`src/hdl/pfcs_pkg.sv`:
```
// Behaviour
// - reading needs chip select and output gate both low; flash drives the byte.
// - host never erases before programming; programming over cleared bits fails verify.
// - byte program is three unlock writes then one address and data write.
// - sector erase is six writes, the last carrying 30H and a 4 KByte sector.
// - after a stable status result, reread twice more before accepting completion.
// - program unlock is AAH at 5555H, 55H at 2AAAH, A0H at 5555H.
package pfcs_pkg;

  localparam int ADDR_W = 19;
  localparam int DATA_W = 8;
  localparam int SECTOR_LSB = 12;
  localparam logic [14:0] UNLOCK_ADDR1 = 15'h5555;
  localparam logic [14:0] UNLOCK_ADDR2 = 15'h2aaa;
  localparam logic [7:0] CODE_UNLOCK1 = 8'haa;
  localparam logic [7:0] CODE_UNLOCK2 = 8'h55;
  localparam logic [7:0] CODE_PROGRAM = 8'ha0;
  localparam logic [7:0] CODE_ERASE = 8'h80;
  localparam logic [7:0] CODE_SECTOR = 8'h30;
  localparam logic [7:0] CODE_CHIP = 8'h10;
  localparam logic [7:0] CODE_ID_ENTRY = 8'h90;
  localparam logic [7:0] CODE_ID_EXIT = 8'hf0;
  localparam logic [7:0] ERASED_BYTE = 8'hff;
  localparam int POLARITY_BIT = 7;
  localparam int TOGGLE_BIT = 6;

  // timing at the 25 MHz system clock
  localparam int CLK_PERIOD_NS = 40;
  localparam int WE_LOW_NS = 80;
  localparam int WE_LOW_CYC = (WE_LOW_NS + CLK_PERIOD_NS - 1) / CLK_PERIOD_NS;
  localparam int READ_ACCESS_NS = 70;
  localparam int SYNC_STAGES = 2;
  localparam int RD_WAIT_CYC =
    (READ_ACCESS_NS + CLK_PERIOD_NS - 1) / CLK_PERIOD_NS + SYNC_STAGES;
  localparam int PROG_MAX_US = 20;
  localparam int PROG_TIMEOUT_CYC = PROG_MAX_US * 1000 / CLK_PERIOD_NS;
  localparam int SETTLE_US = 1;
  localparam int SETTLE_CYC = (SETTLE_US * 1000 + CLK_PERIOD_NS - 1) / CLK_PERIOD_NS;
  localparam int ERASE_MAX_MS = 100;
  localparam int ERASE_TIMEOUT_CYC = ERASE_MAX_MS * 1000000 / CLK_PERIOD_NS;
  localparam int POLL_CONFIRM = 3;
  localparam int CNT_W = 5;
  localparam int TIMER_W = 32;

  typedef enum logic [2:0] {
    OP_READ = 3'h0,
    OP_PROGRAM = 3'h1,
    OP_SECTOR_ERASE = 3'h2,
    OP_CHIP_ERASE = 3'h3,
    OP_ID_ENTRY = 3'h4,
    OP_ID_EXIT = 3'h5,
    OP_ID_EXIT_LONG = 3'h6
  } pfcs_op_t;

  // gray codes along idle, write, read, settle
  typedef enum logic [2:0] {
    ST_IDLE = 3'h0,
    ST_WSET = 3'h1,
    ST_WLOW = 3'h3,
    ST_WREL = 3'h2,
    ST_RLOW = 3'h6,
    ST_RREL = 3'h7,
    ST_SETTLE = 3'h5
  } pfcs_state_t;

  typedef enum logic [1:0] {
    RD_USER = 2'h0,
    RD_POLL = 2'h1,
    RD_FINAL = 2'h2
  } pfcs_rdkind_t;

  // number of bus writes for each operation
  function automatic logic [2:0] pfcs_seq_len(input pfcs_op_t op);
    case (op)
      OP_PROGRAM: return 3'h4;
      OP_SECTOR_ERASE, OP_CHIP_ERASE: return 3'h6;
      OP_ID_ENTRY, OP_ID_EXIT_LONG: return 3'h3;
      OP_ID_EXIT: return 3'h1;
      default: return 3'h0;
    endcase
  endfunction : pfcs_seq_len

  // address and data of write idx; upper address lines are zero in unlock writes
  function automatic logic [ADDR_W+DATA_W-1:0] pfcs_seq_word(input pfcs_op_t op,
      input logic [2:0] idx, input logic [ADDR_W-1:0] a, input logic [DATA_W-1:0] d);
    logic [ADDR_W-1:0] u1;
    logic [ADDR_W-1:0] u2;
    u1 = {4'h0, UNLOCK_ADDR1};
    u2 = {4'h0, UNLOCK_ADDR2};
    case (idx)
      3'h0: return (op == OP_ID_EXIT) ? {a, CODE_ID_EXIT} : {u1, CODE_UNLOCK1};
      3'h1: return {u2, CODE_UNLOCK2};
      3'h2: begin
        case (op)
          OP_PROGRAM: return {u1, CODE_PROGRAM};
          OP_ID_ENTRY: return {u1, CODE_ID_ENTRY};
          OP_ID_EXIT_LONG: return {u1, CODE_ID_EXIT};
          default: return {u1, CODE_ERASE};
        endcase
      end
      3'h3: return (op == OP_PROGRAM) ? {a, d} : {u1, CODE_UNLOCK1};
      3'h4: return {u2, CODE_UNLOCK2};
      default: begin
        if (op == OP_SECTOR_ERASE) begin
          return {a[ADDR_W-1:SECTOR_LSB], {SECTOR_LSB{1'b0}}, CODE_SECTOR};
        end
        return {u1, CODE_CHIP};
      end
    endcase
  endfunction : pfcs_seq_word

endpackage : pfcs_pkg

```
`src/hdl/pfcs_host.sv`:
```
`timescale 1ns/100ps
module pfcs_host #(
  parameter int EraseTimeoutCyc = pfcs_pkg::ERASE_TIMEOUT_CYC
) (
  input wire logic clk_sys,
  input wire logic reset,
  input wire logic cmdValid,
  input wire logic [2:0] cmdOp,
  input wire logic [18:0] cmdAddr,
  input wire logic [7:0] cmdData,
  output logic cmdReady,
  output logic rspValid,
  output logic [7:0] rspData,
  output logic rspError,
  output logic flashCeN,
  output logic flashOeN,
  output logic flashWeN,
  output logic [18:0] flashAddr,
  output logic [7:0] flashDqOut,
  output logic flashDqOe,
  input wire logic [7:0] flashDqIn
);

  pfcs_pkg::pfcs_state_t stateQ;
  pfcs_pkg::pfcs_op_t opQ;
  pfcs_pkg::pfcs_rdkind_t rdKindQ;
  logic [18:0] addrQ;
  logic [7:0] dataQ;
  logic [2:0] idxQ;
  logic [pfcs_pkg::CNT_W-1:0] cntQ;
  logic [7:0] dqSync1Q;
  logic [7:0] dqSync2Q;
  logic [7:0] rdDataQ;
  logic prevTogQ;
  logic firstPollQ;
  logic [1:0] stableCntQ;
  logic [pfcs_pkg::TIMER_W-1:0] timerQ;
  logic [pfcs_pkg::TIMER_W-1:0] timeLimit;
  logic timedOut;
  logic lastWrite;
  logic [26:0] nextWord;

  // pin data comes from another timing domain, so two stages first
  always_ff @(posedge clk_sys) begin
    dqSync1Q <= flashDqIn;
    dqSync2Q <= dqSync1Q;
  end

  // operation timer runs from the last write release; a hung flash ends in error
  assign timeLimit = (opQ == pfcs_pkg::OP_PROGRAM) ?
    pfcs_pkg::TIMER_W'(pfcs_pkg::PROG_TIMEOUT_CYC) : pfcs_pkg::TIMER_W'(EraseTimeoutCyc);
  assign timedOut = (timerQ >= timeLimit);
  always_ff @(posedge clk_sys) begin
    if (reset || stateQ == pfcs_pkg::ST_IDLE || stateQ == pfcs_pkg::ST_WREL) begin
      timerQ <= '0;
    end else if (!timedOut) begin
      timerQ <= timerQ + 1'b1;
    end
  end

  assign lastWrite = (idxQ + 3'h1 >= pfcs_pkg::pfcs_seq_len(opQ));
  assign nextWord = pfcs_pkg::pfcs_seq_word(opQ, idxQ + 3'h1, addrQ, dataQ);

  // command sequencer and pin drive
  always_ff @(posedge clk_sys) begin
    if (reset) begin
      stateQ <= pfcs_pkg::ST_IDLE;
      opQ <= pfcs_pkg::OP_READ;
      rdKindQ <= pfcs_pkg::RD_USER;
      addrQ <= '0;
      dataQ <= '0;
      idxQ <= '0;
      cntQ <= '0;
      rdDataQ <= '0;
      prevTogQ <= 1'b0;
      firstPollQ <= 1'b0;
      stableCntQ <= '0;
      cmdReady <= 1'b0;
      rspValid <= 1'b0;
      rspData <= '0;
      rspError <= 1'b0;
      flashCeN <= 1'b1;
      flashOeN <= 1'b1;
      flashWeN <= 1'b1;
      flashAddr <= '0;
      flashDqOut <= '0;
      flashDqOe <= 1'b0;
    end else begin
      rspValid <= 1'b0;
      case (stateQ)
        pfcs_pkg::ST_IDLE: begin
          cmdReady <= 1'b1;
          if (cmdValid && cmdReady) begin
            // busy until the answer, so nothing reaches a flash that is working
            cmdReady <= 1'b0;
            opQ <= pfcs_pkg::pfcs_op_t'(cmdOp);
            addrQ <= cmdAddr;
            dataQ <= cmdData;
            idxQ <= '0;
            flashCeN <= 1'b0;
            if (pfcs_pkg::pfcs_op_t'(cmdOp) == pfcs_pkg::OP_READ) begin
              rdKindQ <= pfcs_pkg::RD_USER;
              flashAddr <= cmdAddr;
              flashOeN <= 1'b0;
              cntQ <= pfcs_pkg::CNT_W'(pfcs_pkg::RD_WAIT_CYC - 1);
              stateQ <= pfcs_pkg::ST_RLOW;
            end else begin
              {flashAddr, flashDqOut} <= pfcs_pkg::pfcs_seq_word(
                pfcs_pkg::pfcs_op_t'(cmdOp), 3'h0, cmdAddr, cmdData);
              flashDqOe <= 1'b1;
              stateQ <= pfcs_pkg::ST_WSET;
            end
          end
        end
        pfcs_pkg::ST_WSET: begin
          // strobe falls last, after address and chip select have settled
          flashWeN <= 1'b0;
          cntQ <= pfcs_pkg::CNT_W'(pfcs_pkg::WE_LOW_CYC - 1);
          stateQ <= pfcs_pkg::ST_WLOW;
        end
        pfcs_pkg::ST_WLOW: begin
          if (cntQ == '0) begin
            flashWeN <= 1'b1;
            stateQ <= pfcs_pkg::ST_WREL;
          end else begin
            cntQ <= cntQ - 1'b1;
          end
        end
        pfcs_pkg::ST_WREL: begin
          // data held a cycle past the rising strobe before release
          flashCeN <= 1'b1;
          flashDqOe <= 1'b0;
          if (!lastWrite) begin
            idxQ <= idxQ + 3'h1;
            {flashAddr, flashDqOut} <= nextWord;
            flashCeN <= 1'b0;
            flashDqOe <= 1'b1;
            stateQ <= pfcs_pkg::ST_WSET;
          end else if (opQ == pfcs_pkg::OP_ID_ENTRY || opQ == pfcs_pkg::OP_ID_EXIT ||
                       opQ == pfcs_pkg::OP_ID_EXIT_LONG) begin
            rspValid <= 1'b1;
            rspError <= 1'b0;
            stateQ <= pfcs_pkg::ST_IDLE;
          end else begin
            // status is valid from the last rising strobe onward
            rdKindQ <= pfcs_pkg::RD_POLL;
            firstPollQ <= 1'b1;
            stableCntQ <= '0;
            flashAddr <= addrQ;
            stateQ <= pfcs_pkg::ST_RREL;
            cntQ <= '0;
          end
        end
        pfcs_pkg::ST_RLOW: begin
          if (cntQ == '0) begin
            rdDataQ <= dqSync2Q;
            flashCeN <= 1'b1;
            flashOeN <= 1'b1;
            stateQ <= pfcs_pkg::ST_RREL;
          end else begin
            cntQ <= cntQ - 1'b1;
          end
        end
        pfcs_pkg::ST_RREL: begin
          // a high cycle between reads keeps each poll a separate read
          cntQ <= pfcs_pkg::CNT_W'(pfcs_pkg::RD_WAIT_CYC - 1);
          case (rdKindQ)
            pfcs_pkg::RD_USER: begin
              rspValid <= 1'b1;
              rspData <= rdDataQ;
              rspError <= 1'b0;
              stateQ <= pfcs_pkg::ST_IDLE;
            end
            pfcs_pkg::RD_POLL: begin
              if (firstPollQ) begin
                firstPollQ <= 1'b0;
              end else if (rdDataQ[pfcs_pkg::TOGGLE_BIT] != prevTogQ) begin
                stableCntQ <= '0;
              end else begin
                stableCntQ <= stableCntQ + 2'h1;
              end
              prevTogQ <= rdDataQ[pfcs_pkg::TOGGLE_BIT];
              // one stable result plus two confirming rereads
              if (!firstPollQ && rdDataQ[pfcs_pkg::TOGGLE_BIT] == prevTogQ &&
                  stableCntQ == 2'(pfcs_pkg::POLL_CONFIRM - 1)) begin
                rdKindQ <= pfcs_pkg::RD_FINAL;
                if (opQ == pfcs_pkg::OP_PROGRAM) begin
                  cntQ <= pfcs_pkg::CNT_W'(pfcs_pkg::SETTLE_CYC - 1);
                  stateQ <= pfcs_pkg::ST_SETTLE;
                end else begin
                  flashCeN <= 1'b0;
                  flashOeN <= 1'b0;
                  stateQ <= pfcs_pkg::ST_RLOW;
                end
              end else if (timedOut) begin
                rspValid <= 1'b1;
                rspData <= rdDataQ;
                rspError <= 1'b1;
                stateQ <= pfcs_pkg::ST_IDLE;
              end else begin
                flashCeN <= 1'b0;
                flashOeN <= 1'b0;
                stateQ <= pfcs_pkg::ST_RLOW;
              end
            end
            default: begin
              // programmed byte reads true, erased byte all ones; an unerased target fails here
              rspValid <= 1'b1;
              rspData <= rdDataQ;
              rspError <= (opQ == pfcs_pkg::OP_PROGRAM) ? (rdDataQ != dataQ) :
                          (rdDataQ != pfcs_pkg::ERASED_BYTE);
              stateQ <= pfcs_pkg::ST_IDLE;
            end
          endcase
        end
        pfcs_pkg::ST_SETTLE: begin
          if (cntQ == '0) begin
            flashCeN <= 1'b0;
            flashOeN <= 1'b0;
            cntQ <= pfcs_pkg::CNT_W'(pfcs_pkg::RD_WAIT_CYC - 1);
            stateQ <= pfcs_pkg::ST_RLOW;
          end else begin
            cntQ <= cntQ - 1'b1;
          end
        end
        default: stateQ <= pfcs_pkg::ST_IDLE;
      endcase
    end
  end
endmodule : pfcs_host

```
`config.mk`:
```
export PLATFORM = sky130hd
export DESIGN_NAME = pfcs_host
export DESIGN_NICKNAME = d
export VERILOG_FILES = /design/src/hdl/pfcs_pkg.sv /design/src/hdl/pfcs_host.sv
export SDC_FILE = /design/constraint.sdc
export NUM_CORES = 1
export LEC_CHECK = 0
export ABC_AREA = 1
export BUFFER_PORTS_ARGS = -buffer_cell sky130_fd_sc_hd__buf_2
export CORE_MARGIN = 8
export CORE_UTILIZATION = 60
export CTS_BUF_LIST = sky130_fd_sc_hd__clkbuf_8
export DETAILED_ROUTE_END_ITERATION = 6
export PLACE_DENSITY = 0.82
export SLEW_MARGIN = 10
export SYNTH_ARGS = -nofsm -noshare
export SYNTH_HDL_FRONTEND = slang
export SYNTH_SLANG_ARGS = --single-unit
export TNS_END_PERCENT = 5
```
`constraint.sdc`:
```
create_clock -name clk_sys -period 2.9 [get_ports clk_sys]
set_input_delay 0.29 -clock clk_sys [delete_from_list [all_inputs] [get_ports clk_sys]]
set_output_delay 0.29 -clock clk_sys [all_outputs]
set_load 0.05 [all_outputs]
```
==> impl_metrics.py, run 1 <==
metrics = {
    "run_status": {
        "run_status": "finished clean",
    },
    "cells_and_area": {
        "drive_gt1_share_pct": 16.1,
        "area.growth.synth_to_final_pct": 14.6,
        "most_frequent_standard_cell_in_the_layout_excluding_fill_and_tap_cells": "dfxtp_1",
        "multi_input_comb_area_sq_um": 3330,
        "fill_cells": 970,
        "insertedDiodeCount": 0,
        "final-seq-area_sq_um": 2900,
        "fin_area_sq_um": 7900,
        "final_cell_count_no_fill": 1204,
        "final_cell_mix": "dfxtp_1 (145), nand2_1 (137), inv_1 (124)",
        "net_count_of_the_finished_layout": 1107,
    },
    "place": {
        "gp_congestion": 0.995,
        "numPortBuffers": 82,
        "postPlaceCellArea_sq_um": 7420,
        "hpwl_mm": 12.2,
        "post-place-cells": 1164,
        "dp_slack_ns": 0.270,
    },
    "timing": {
        "finalCriticalPeriod_ns": 2.69,
        "post-route-worst-setup-slack_ns": 0.213,
        "fraction_of_the_cycle_the_final_worst_path_needs_pct": 92.7,
        "slew_viol_final": 0,
        "clock.fmax_mhz": 372,
        "timing.max_slew.rel_slack_pct": 51.2,
        "hold_slack_ns": 0.0576,
        "worst_pin_slew_ns": 0.733,
        "final-setup-viol-count": 0,
        "grt_setup_unrepaired": "yes",
        "final-hold-violation-count": 0,
        "skew_ns": 0.00927,
    },
    "floorplan": {
        "floorplan.rows": 39,
        "chip_height_um": 123,
        "chipWidth_um": 123,
        "initial_core_util_pct": 60.9,
        "design.die.area_sq_um": 15200,
        "design.core.area_sq_um": 11300,
        "ios": 83,
    },
    "detailed_routing": {
        "post-route-drc-count": 0,
        "avgRoutedWirePerCell_um": 14.3,
        "viasPerCell": 5.46,
        "dr_total_vias": 6570,
        "final_antenna_net_count": 0,
        "first_pass_iters": 5,
        "detail_route.wirelength_mm": 17.2,
        "drt-initial-drc-count": 481,
    },
    "power": {
        "power.total_mw": 6.83,
        "total_power_divided_by_cell_area_nw_per_um2": 864,
        "p_leak_nw": 3.38,
        "peakVddDrop_v": 0.000602,
    },
    "cts": {
        "tritoncts": "done",
        "total_clock_buffers_created_by_cts": 17,
        "cts-root-buf": "clkbuf_8",
        "postCtsSetupBuffers": 0,
        "clk_transition_reported_paths_ns": 0.08,
        "clkLatencyLatePin_ns": 0.46,
        "cts_max_path_buffers": 2,
        "cts_max_level": 4,
        "clock_sink_count": 145,
    },
    "setup_path": {
        "worst_path_maximum_fanout": 7,
        "cp_data_arrival_time_ns": 3.03,
        "worst_setup_path_start_kind": "flop",
        "critical_path_class": "flop to flop",
        "required_ns": 3.25,
        "timing.critical_path.to_type": "flop",
        "r2r.worst_path.cells": 13,
    },
    "synth": {
        "synth_cells": 958,
        "synthDistinctLibCells": 47,
        "ys_seq_area_share_pct": 42.1,
        "synth_ff_type": "dfxtp_1",
        "syn-num-nets": 1017,
        "synth-edff-count": 0,
        "synth_area_per_cell_sq_um": 7.20,
        "fraction_of_registers_with_async_set_or_reset_after_synthesis_pct": 0,
        "synthesis_warnings": 0,
        "syn_area_sq_um": 6890,
        "synthesis_stage_register_bit_count": 145,
    },
    "global_routing": {
        "antenna_found_initial": 0,
        "grt_pass1_wl_mm": 28.5,
        "grt_pass1_vias": 6035,
        "grt.overflow.total": 0,
        "grt_util_all_layers_pct": 23.2,
        "grt_start_max_net_pins": 86,
    },
    "hold_path": {
        "min_path_type": "input pin to flop",
        "holdPathStages": 3,
    },
    "job": {
        "cap_viol_max_count": 0,
    },
}
-- final timing paths --
check              start       endpoint  slack (ns)
min reg2reg  dqSync1Q[4]    dqSync2Q[4]        0.33
min           cmdData[5]       dataQ[5]        0.06
max reg2reg      idxQ[1]  flashAddr[15]        0.21
max              idxQ[1]  flashAddr[15]        0.21
-- sequential cells by signal (all words and copies together) (netlist names), 5 cells and up --
name / count
dqSync1Q: 8
rdDataQ: 8
cntQ: 5
flashDqOut: 8
dataQ: 8
addrQ: 19
rspData: 8
dqSync2Q: 8
flashAddr: 19
timerQ: 32
-- area by class of cell --
class	count	share of cell area [%]
Clock buffer	18	3.14
Tap cell	143	2.27
Multi-Input combinational cell	645	42.1
Clock inverter	14	1.79
Sequential cell	145	36.8
Inverter	137	6.56
Timing Repair Buffer	102	7.35
-- kinds of logic after synthesis --
kind of cell | share of synthesized area, %
DFF | 42.1
buffers and inverters | 9.69
adders and majority gates | 3.27
and+or+nand+nor | 23.0
xor gates and xnor gates | 2.29
AOI/OAI and AO/OA | 19.7
-- critical path, stage by stage (launching register included) --
cell and delay [ns]:
dfxtp_1 0.35, ha_1 0.21, ha_1 0.33, ha_1 0.34
a21oi_1 0.15, nand2_1 0.07, a31o_2 0.25, nand2_1 0.10
buf_4 0.16, nand2_1 0.20, nor2_2 0.16, inv_1 0.11
nand2_1 0.08, a21oi_1 0.06
-- power by group --
| part | switching (mW) | internal [mW] |
|---|---|---|
| combinational | 1.96 | 0.685 |
| sequential | 0.229 | 2.38 |
| clock | 0.786 | 0.783 |
-- synth_stat cells (11+ instances only) --
library cell	number	area, sq um
a21oi_1	100	500
a31oi_1	12	75.1
clkbuf_1	21	78.8
dfxtp_1	145	2900
ha_1	18	225
inv_1	123	462
inv_2	14	52.6
nand2_1	137	514
nand3_1	41	205
nand4_1	12	75.1
nor2_1	121	454
o211ai_1	11	82.6
o21ai_0	106	531
xor2_1	15	131
-- per-stage QoR --
stage               util [%]  TNS [ns]
detailed placement      65.5         0
finish                  69.8         0
CTS                     69.7         0
floorplan                  -         0
global placement        65.5         0
global route            69.8  -0.00723
-- routing by layer --
layer | global-route usage (%) | vias to the layer above | wire length [um]
met3 | 6.35 | 32 | 1280
met1 | 30.8 | 2968 | 7890
li1 | - | 3329 | -
met5 | 0 | - | 0
met4 | 7.98 | 0 | 318
met2 | 35.8 | 241 | 7750
-- repair_timing --
action	in CTS	in global routing
gates resized for setup	0	4
hold buffers	8	0
setup endpoints to repair	0	12
endpoints found under the hold margin	8	0
Note: power is estimated with default switching activity, not from simulation.
==> run 2, diff against run 1 <==
--- a/config.mk
+++ b/config.mk
@@ -11,7 +11,7 @@
 export CORE_UTILIZATION = 60
 export CTS_BUF_LIST = sky130_fd_sc_hd__clkbuf_8
 export DETAILED_ROUTE_END_ITERATION = 6
-export PLACE_DENSITY = 0.82
+export PLACE_DENSITY = 0.79
 export SLEW_MARGIN = 10
 export SYNTH_ARGS = -nofsm -noshare
 export SYNTH_HDL_FRONTEND = slang
==> run 2 against run 1 <==
Critical path depth rose by 1. Final cell count hardly changed. Non-clock buffer count rose by 1. Clock skew increased by 0.0052 ns. Global-route usage about the same. Utilization increased by 0.29 points. Die area unchanged. Clock power increased by 5%. Critical path type unchanged.
==> impl_metrics.py, run 2 (same netlist as run 1, synthesis figures left out) <==
metrics = {
    "run_status": {
        "run_status": "finished clean",
    },
    "setup_path": {
        "timing.reg2reg.setup_slack_ns": 0.17,
        "worst_setup_path_start_kind": "flop",
        "critPathSlowestCell": "dfxtp_1",
        "critical_path_class": "flop to flop",
        "critical-path-top-delay-family": "adder cells",
        "cp_cell_sequence": "ha_1 > ha_1 > ha_1 > a21oi_1 > nand2_1 > a31o_2 > nand2_2 > inv_2 > nor2_2 > nand2_2 > inv_2 > nand4_1 > o211ai_1 > inv_1",
        "slowest_delay_ns": 0.34,
        "worstSetupPathDepth": 14,
        "cp_data_arrival_time_ns": 3.09,
        "critical_path.n_buffers_inverters": 3,
        "required_ns": 3.26,
        "crit-reg2reg-launch": "idxQ[1]",
        "r2r.worst_path.cells": 14,
        "timing.critical_path.to_type": "flop",
        "rr_endpoint": "flashDqOut[5]",
        "worst_path_maximum_fanout": 11,
        "most_frequent_cp_cell": "ha_1",
    },
    "floorplan": {
        "initial_core_util_pct": 60.9,
        "design.core.area_sq_um": 11300,
        "ios": 83,
        "floorplan.rows": 39,
        "chipWidth_um": 123,
        "chip_height_um": 123,
        "design.die.area_sq_um": 15200,
    },
    "cells_and_area": {
        "final_cell_count_no_fill": 1205,
        "multi_input_comb_area_sq_um": 3330,
        "net_count_of_the_finished_layout": 1108,
        "biggestRegsByFlops": "timerQ (32), addrQ (19), flashAddr (19)",
        "drive_gt1_share_pct": 16.4,
        "fin_area_sq_um": 7930,
        "insertedDiodeCount": 0,
        "layout.core_utilization_pct": 70.0,
        "area.growth.synth_to_final_pct": 15.0,
        "final-seq-area_sq_um": 2900,
        "largest_register_by_flop_count": "timerQ",
        "most_frequent_standard_cell_in_the_layout_excluding_fill_and_tap_cells": "dfxtp_1",
        "fill_cells": 961,
        "final_cell_mix": "dfxtp_1 (145), nand2_1 (136), inv_1 (122)",
        "largest_register_ff_count": 32,
    },
    "place": {
        "hpwl_mm": 12.3,
        "numPortBuffers": 82,
        "postPlaceCellArea_sq_um": 7430,
        "post-place-cells": 1165,
        "gp_congestion": 0.932,
    },
    "global_routing": {
        "antenna_found_initial": 0,
        "grt_pass1_vias": 5983,
        "grt_pass1_wl_mm": 28.2,
        "grt_start_max_net_pins": 86,
        "grt_util_all_layers_pct": 23.2,
        "grt.overflow.total": 0,
    },
    "detailed_routing": {
        "dr_total_vias": 6476,
        "met2_wirelength_mm": 7.64,
        "route.top_layer_used": "met4",
        "post-route-drc-count": 0,
        "avgRoutedWirePerCell_um": 14.2,
        "viasPerCell": 5.37,
        "drt-initial-drc-count": 480,
        "met3RoutedLength_mm": 1.29,
        "first_pass_iters": 6,
        "detail_route.wirelength_mm": 17.1,
        "final_antenna_net_count": 0,
        "wl_met1_mm": 7.77,
    },
    "power": {
        "total_power_divided_by_cell_area_nw_per_um2": 868,
        "peakVddDrop_v": 0.000784,
        "p_leak_nw": 3.39,
    },
    "timing": {
        "final-hold-violation-count": 0,
        "clock.fmax_mhz": 366,
        "worst_pin_slew_ns": 0.716,
        "skew_ns": 0.0145,
        "fraction_of_the_cycle_the_final_worst_path_needs_pct": 94.3,
        "final-setup-viol-count": 0,
        "slew_viol_final": 0,
        "timing.max_slew.rel_slack_pct": 52.3,
        "grt_setup_unrepaired": "no",
        "finalCriticalPeriod_ns": 2.73,
        "final.setup.tns_ns": 0,
        "hold_slack_ns": 0.0656,
    },
    "cts": {
        "total_clock_buffers_created_by_cts": 17,
        "clk_transition_reported_paths_ns": 0.09,
        "cts_max_level": 4,
        "clkLatencyLatePin_ns": 0.47,
        "postCtsSetupBuffers": 0,
        "cts-root-buf": "clkbuf_8",
        "cts_max_path_buffers": 2,
        "clock_sink_count": 145,
        "tritoncts": "done",
    },
    "job": {
        "cap_viol_max_count": 0,
    },
    "hold_path": {
        "min_path_type": "input pin to flop",
        "holdPathStages": 3,
        "min_from": "cmdData[5]",
        "hold-path-endpoint": "dataQ[5]",
    },
}
==> run 2: cell count changes in the layout (fill, tap and decap cells not counted), moves of 3 or more <==
cell / change
clkinv_2: -4
inv_8: +4
inv_6: +4
clkinv_4: -3
clkinv_8: +3
==> run 2: power breakdown <==
group / internal (mW) / total [mW] / switching [mW]
registers: 2.38 / 2.60 / 0.220
logic: 0.683 / 2.63 / 1.95
clock network: 0.736 / 1.65 / 0.911
total: 3.80 / 6.88 / 3.08
==> run 2: metrics by stage <==
step | setup WS [ns] | power (mW)
floorplan | 0.268 | 4.62
global placement | 0.249 | 5.22
detailed placement | 0.127 | 5.25
CTS | 0.118 | 6.90
global route | 0.0374 | 7.30
finish | 0.166 | 6.88
==> run 2: per-layer routing <==
metal,global-route usage (%),vias up
met5,0,-
met4,8.13,0
met3,7.49,33
met2,36.0,219
met1,29.9,2909
li1,-,3315
==> run 2: timing repair <==
item | 4_1_cts | 5_1_grt
hold buffers | 8 | 0
endpoints found under the hold margin | 8 | 0
endpoints found under the setup margin | 0 | 4
gates resized for setup | 0 | 2
==> run 2: worst max-delay path by stage <==
stage	start	slack, ns	to
detailed placement	idxQ[1]	0.13	flashDqOut[5]
floorplan	idxQ[0]	0.27	flashDqOut[5]
CTS	idxQ[1]	0.12	flashDqOut[5]
global placement	idxQ[1]	0.25	flashDqOut[5]
global route	idxQ[1]	0.04	flashDqOut[5]
finish	idxQ[1]	0.17	flashDqOut[5]
==> run 2: layout make-up <==
cell class                      instances  area share, %
Clock buffer                           17           2.95
Clock inverter                         15           2.32
Inverter                              137           6.48
Multi-Input combinational cell        645           42.0
Sequential cell                       145           36.6
Tap cell                              143           2.26
Timing Repair Buffer                  103           7.42
==> run 2: worst min-delay path, cell delays in order <==
cell and delay (ns):
buf_2 0.09, nor2_1 0.04, nor2_1 0.08
==> run 3, diff against run 2 <==
--- a/config.mk
+++ b/config.mk
@@ -11,6 +11,7 @@
 export CORE_UTILIZATION = 60
 export CTS_BUF_LIST = sky130_fd_sc_hd__clkbuf_8
 export DETAILED_ROUTE_END_ITERATION = 6
+export MAX_ROUTING_LAYER = met4
 export PLACE_DENSITY = 0.79
 export SLEW_MARGIN = 10
 export SYNTH_ARGS = -nofsm -noshare
==> run 3 against run 2 <==
Via count is 1.3% higher. Sequential power is essentially flat. Setup slack improved by 0.056 ns. First-iteration DRC count is 22% higher. Largest cell class unchanged. Global-route usage rose by 0.92 points. Clock skew hardly changed. Critical path depth did not move. Total power decreased by 0.54%. Cell area shrank 0.39%. Wire length is 1.6% higher.
==> impl_metrics.py, run 3 (same netlist as run 1, synthesis figures left out) <==
metrics = {
    "setup_path": {
        "worst_path_maximum_fanout": 11,
        "cp_cell_sequence": "ha_1 > ha_1 > ha_1 > a21oi_1 > nand2_1 > a31o_2 > nand2_1 > inv_2 > nor2_2 > nand2_2 > inv_2 > nand4_1 > o211ai_1 > inv_1",
        "critPathSlowestCell": "dfxtp_1",
        "worst_setup_path_start_kind": "flop",
        "required_ns": 3.25,
        "most_frequent_cp_cell": "ha_1",
        "slowest_delay_ns": 0.35,
        "cp_data_arrival_time_ns": 3.03,
        "critical_path_class": "flop to flop",
        "timing.critical_path.to_type": "flop",
    },
    "timing": {
        "finalCriticalPeriod_ns": 2.68,
        "fraction_of_the_cycle_the_final_worst_path_needs_pct": 92.3,
        "final-hold-violation-count": 0,
        "grt_setup_unrepaired": "no",
        "timing.max_slew.rel_slack_pct": 51.7,
        "slew_viol_final": 0,
        "final-setup-viol-count": 0,
        "skew_ns": 0.0147,
        "worst_pin_slew_ns": 0.724,
        "clock.fmax_mhz": 373,
        "final.setup.tns_ns": 0,
    },
    "floorplan": {
        "floorplan.rows": 39,
        "ios": 83,
        "initial_core_util_pct": 60.9,
        "chipWidth_um": 123,
        "design.die.area_sq_um": 15200,
        "design.core.area_sq_um": 11300,
        "chip_height_um": 123,
    },
    "cts": {
        "cts_max_level": 4,
        "tritoncts": "done",
        "cts-root-buf": "clkbuf_8",
        "total_clock_buffers_created_by_cts": 17,
        "clock_sink_count": 145,
        "clk_transition_reported_paths_ns": 0.09,
        "cts_max_path_buffers": 2,
        "clkLatencyLatePin_ns": 0.46,
    },
    "cells_and_area": {
        "biggestRegsByFlops": "timerQ (32), addrQ (19), flashAddr (19)",
        "most_frequent_standard_cell_in_the_layout_excluding_fill_and_tap_cells": "dfxtp_1",
        "insertedDiodeCount": 0,
        "area.growth.synth_to_final_pct": 14.6,
        "largest_register_by_flop_count": "timerQ",
        "net_count_of_the_finished_layout": 1108,
        "largest_register_ff_count": 32,
        "drive_gt1_share_pct": 16.1,
        "final_cell_count_no_fill": 1205,
        "final_cell_mix": "dfxtp_1 (145), nand2_1 (137), inv_1 (123)",
    },
    "detailed_routing": {
        "viasPerCell": 5.44,
        "detail_route.wirelength_mm": 17.3,
        "post-route-drc-count": 0,
        "final_antenna_net_count": 0,
        "avgRoutedWirePerCell_um": 14.4,
        "dr_total_vias": 6561,
        "drt-initial-drc-count": 587,
        "first_pass_iters": 5,
    },
    "global_routing": {
        "grt_util_all_layers_pct": 24.2,
        "grt_start_max_net_pins": 86,
        "grt_pass1_wl_mm": 28.7,
        "grt.overflow.total": 0,
        "grt_pass1_vias": 6048,
        "antenna_found_initial": 0,
    },
    "power": {
        "cell_internal_pwr_mw": 3.80,
        "total_power_divided_by_cell_area_nw_per_um2": 866,
        "power_frac_comb_pct": 38.5,
        "switching_share_pct": 44.5,
        "p_leak_nw": 3.38,
        "p_seq_share_pct": 38.2,
        "p_sw_mw": 3.05,
        "peakVddDrop_v": 0.000724,
        "clock_power_share_pct": 23.3,
    },
    "run_status": {
        "run_status": "finished clean",
    },
    "place": {
        "gp_congestion": 0.961,
        "numPortBuffers": 82,
        "post-place-cells": 1165,
        "hpwl_mm": 12.4,
    },
    "job": {
        "cap_viol_max_count": 0,
    },
    "hold_path": {
        "min_path_type": "input pin to flop",
    },
}
-- run 3: worst paths after layout --
| path | start | to | slack, ns | cells after the start |
|---|---|---|---|---|
| setup / recovery | idxQ[1] | flashDqOut[5] | 0.22 | 14 |
| hold reg to reg | dqSync1Q[1] | dqSync2Q[1] | 0.33 | 0 |
| setup reg to reg | idxQ[1] | flashDqOut[5] | 0.22 | 14 |
| hold / removal | cmdData[5] | dataQ[5] | 0.07 | 3 |
-- run 3: stage by stage --
step / hold slack [ns] / util, % / power (mW) / worst slack [ns] / area, sq um
after floorplan: 0.310 / - / 4.62 / 0.268 / 6890
after global placement: 0.312 / 65.6 / 5.23 / 0.335 / 7430
after detailed placement: 0.312 / 65.6 / 5.25 / 0.265 / 7430
after CTS: 0.0499 / 69.8 / 6.85 / 0.244 / 7900
after global routing: 0.0735 / 69.8 / 7.24 / 0.0115 / 7900
final: 0.0659 / 69.8 / 6.84 / 0.222 / 7900
-- run 3: power groups by stage --
stage | Combinational [mW] | Clock, mW | Sequential [mW]
CTS | 2.62 | 1.62 | 2.61
global placement | 2.58 | 0 | 2.65
global route | 2.88 | 1.70 | 2.66
floorplan | 1.26 | 0 | 3.36
detailed placement | 2.61 | 0 | 2.65
finish | 2.63 | 1.59 | 2.62
-- run 3: repair_timing --
action                    CTS  global route
hold endpoints to repair    8             0
resized for setup           0             0
setup buffers               0             0
hold buffers                8             0
-- run 3: final cells by class --
cell class / instances / area [sq um]
clock buffers: 18 / 248
clock inverters: 14 / 144
fillers: 991 / 3420
inverters: 137 / 514
multi-input cells: 645 / 3320
flip-flops and latches: 145 / 2900
well taps: 143 / 179
repair buffers: 103 / 588
-- run 3: worst max-delay path, delay by kind of cell (launching register included) --
family | cells | cell delay, ns
buffers and inverters | 3 | 0.28
DFF | 1 | 0.35
AOI/OAI and AO/OA | 3 | 0.50
and+or+nand+nor | 5 | 0.57
adders and majority gates | 3 | 0.88
-- run 3: metal layers --
metal	track usage [%]	routed length (um)
met1	32.4	8270
met2	34.9	7730
met3	5.71	1030
met4	8.43	297
met5	-	0
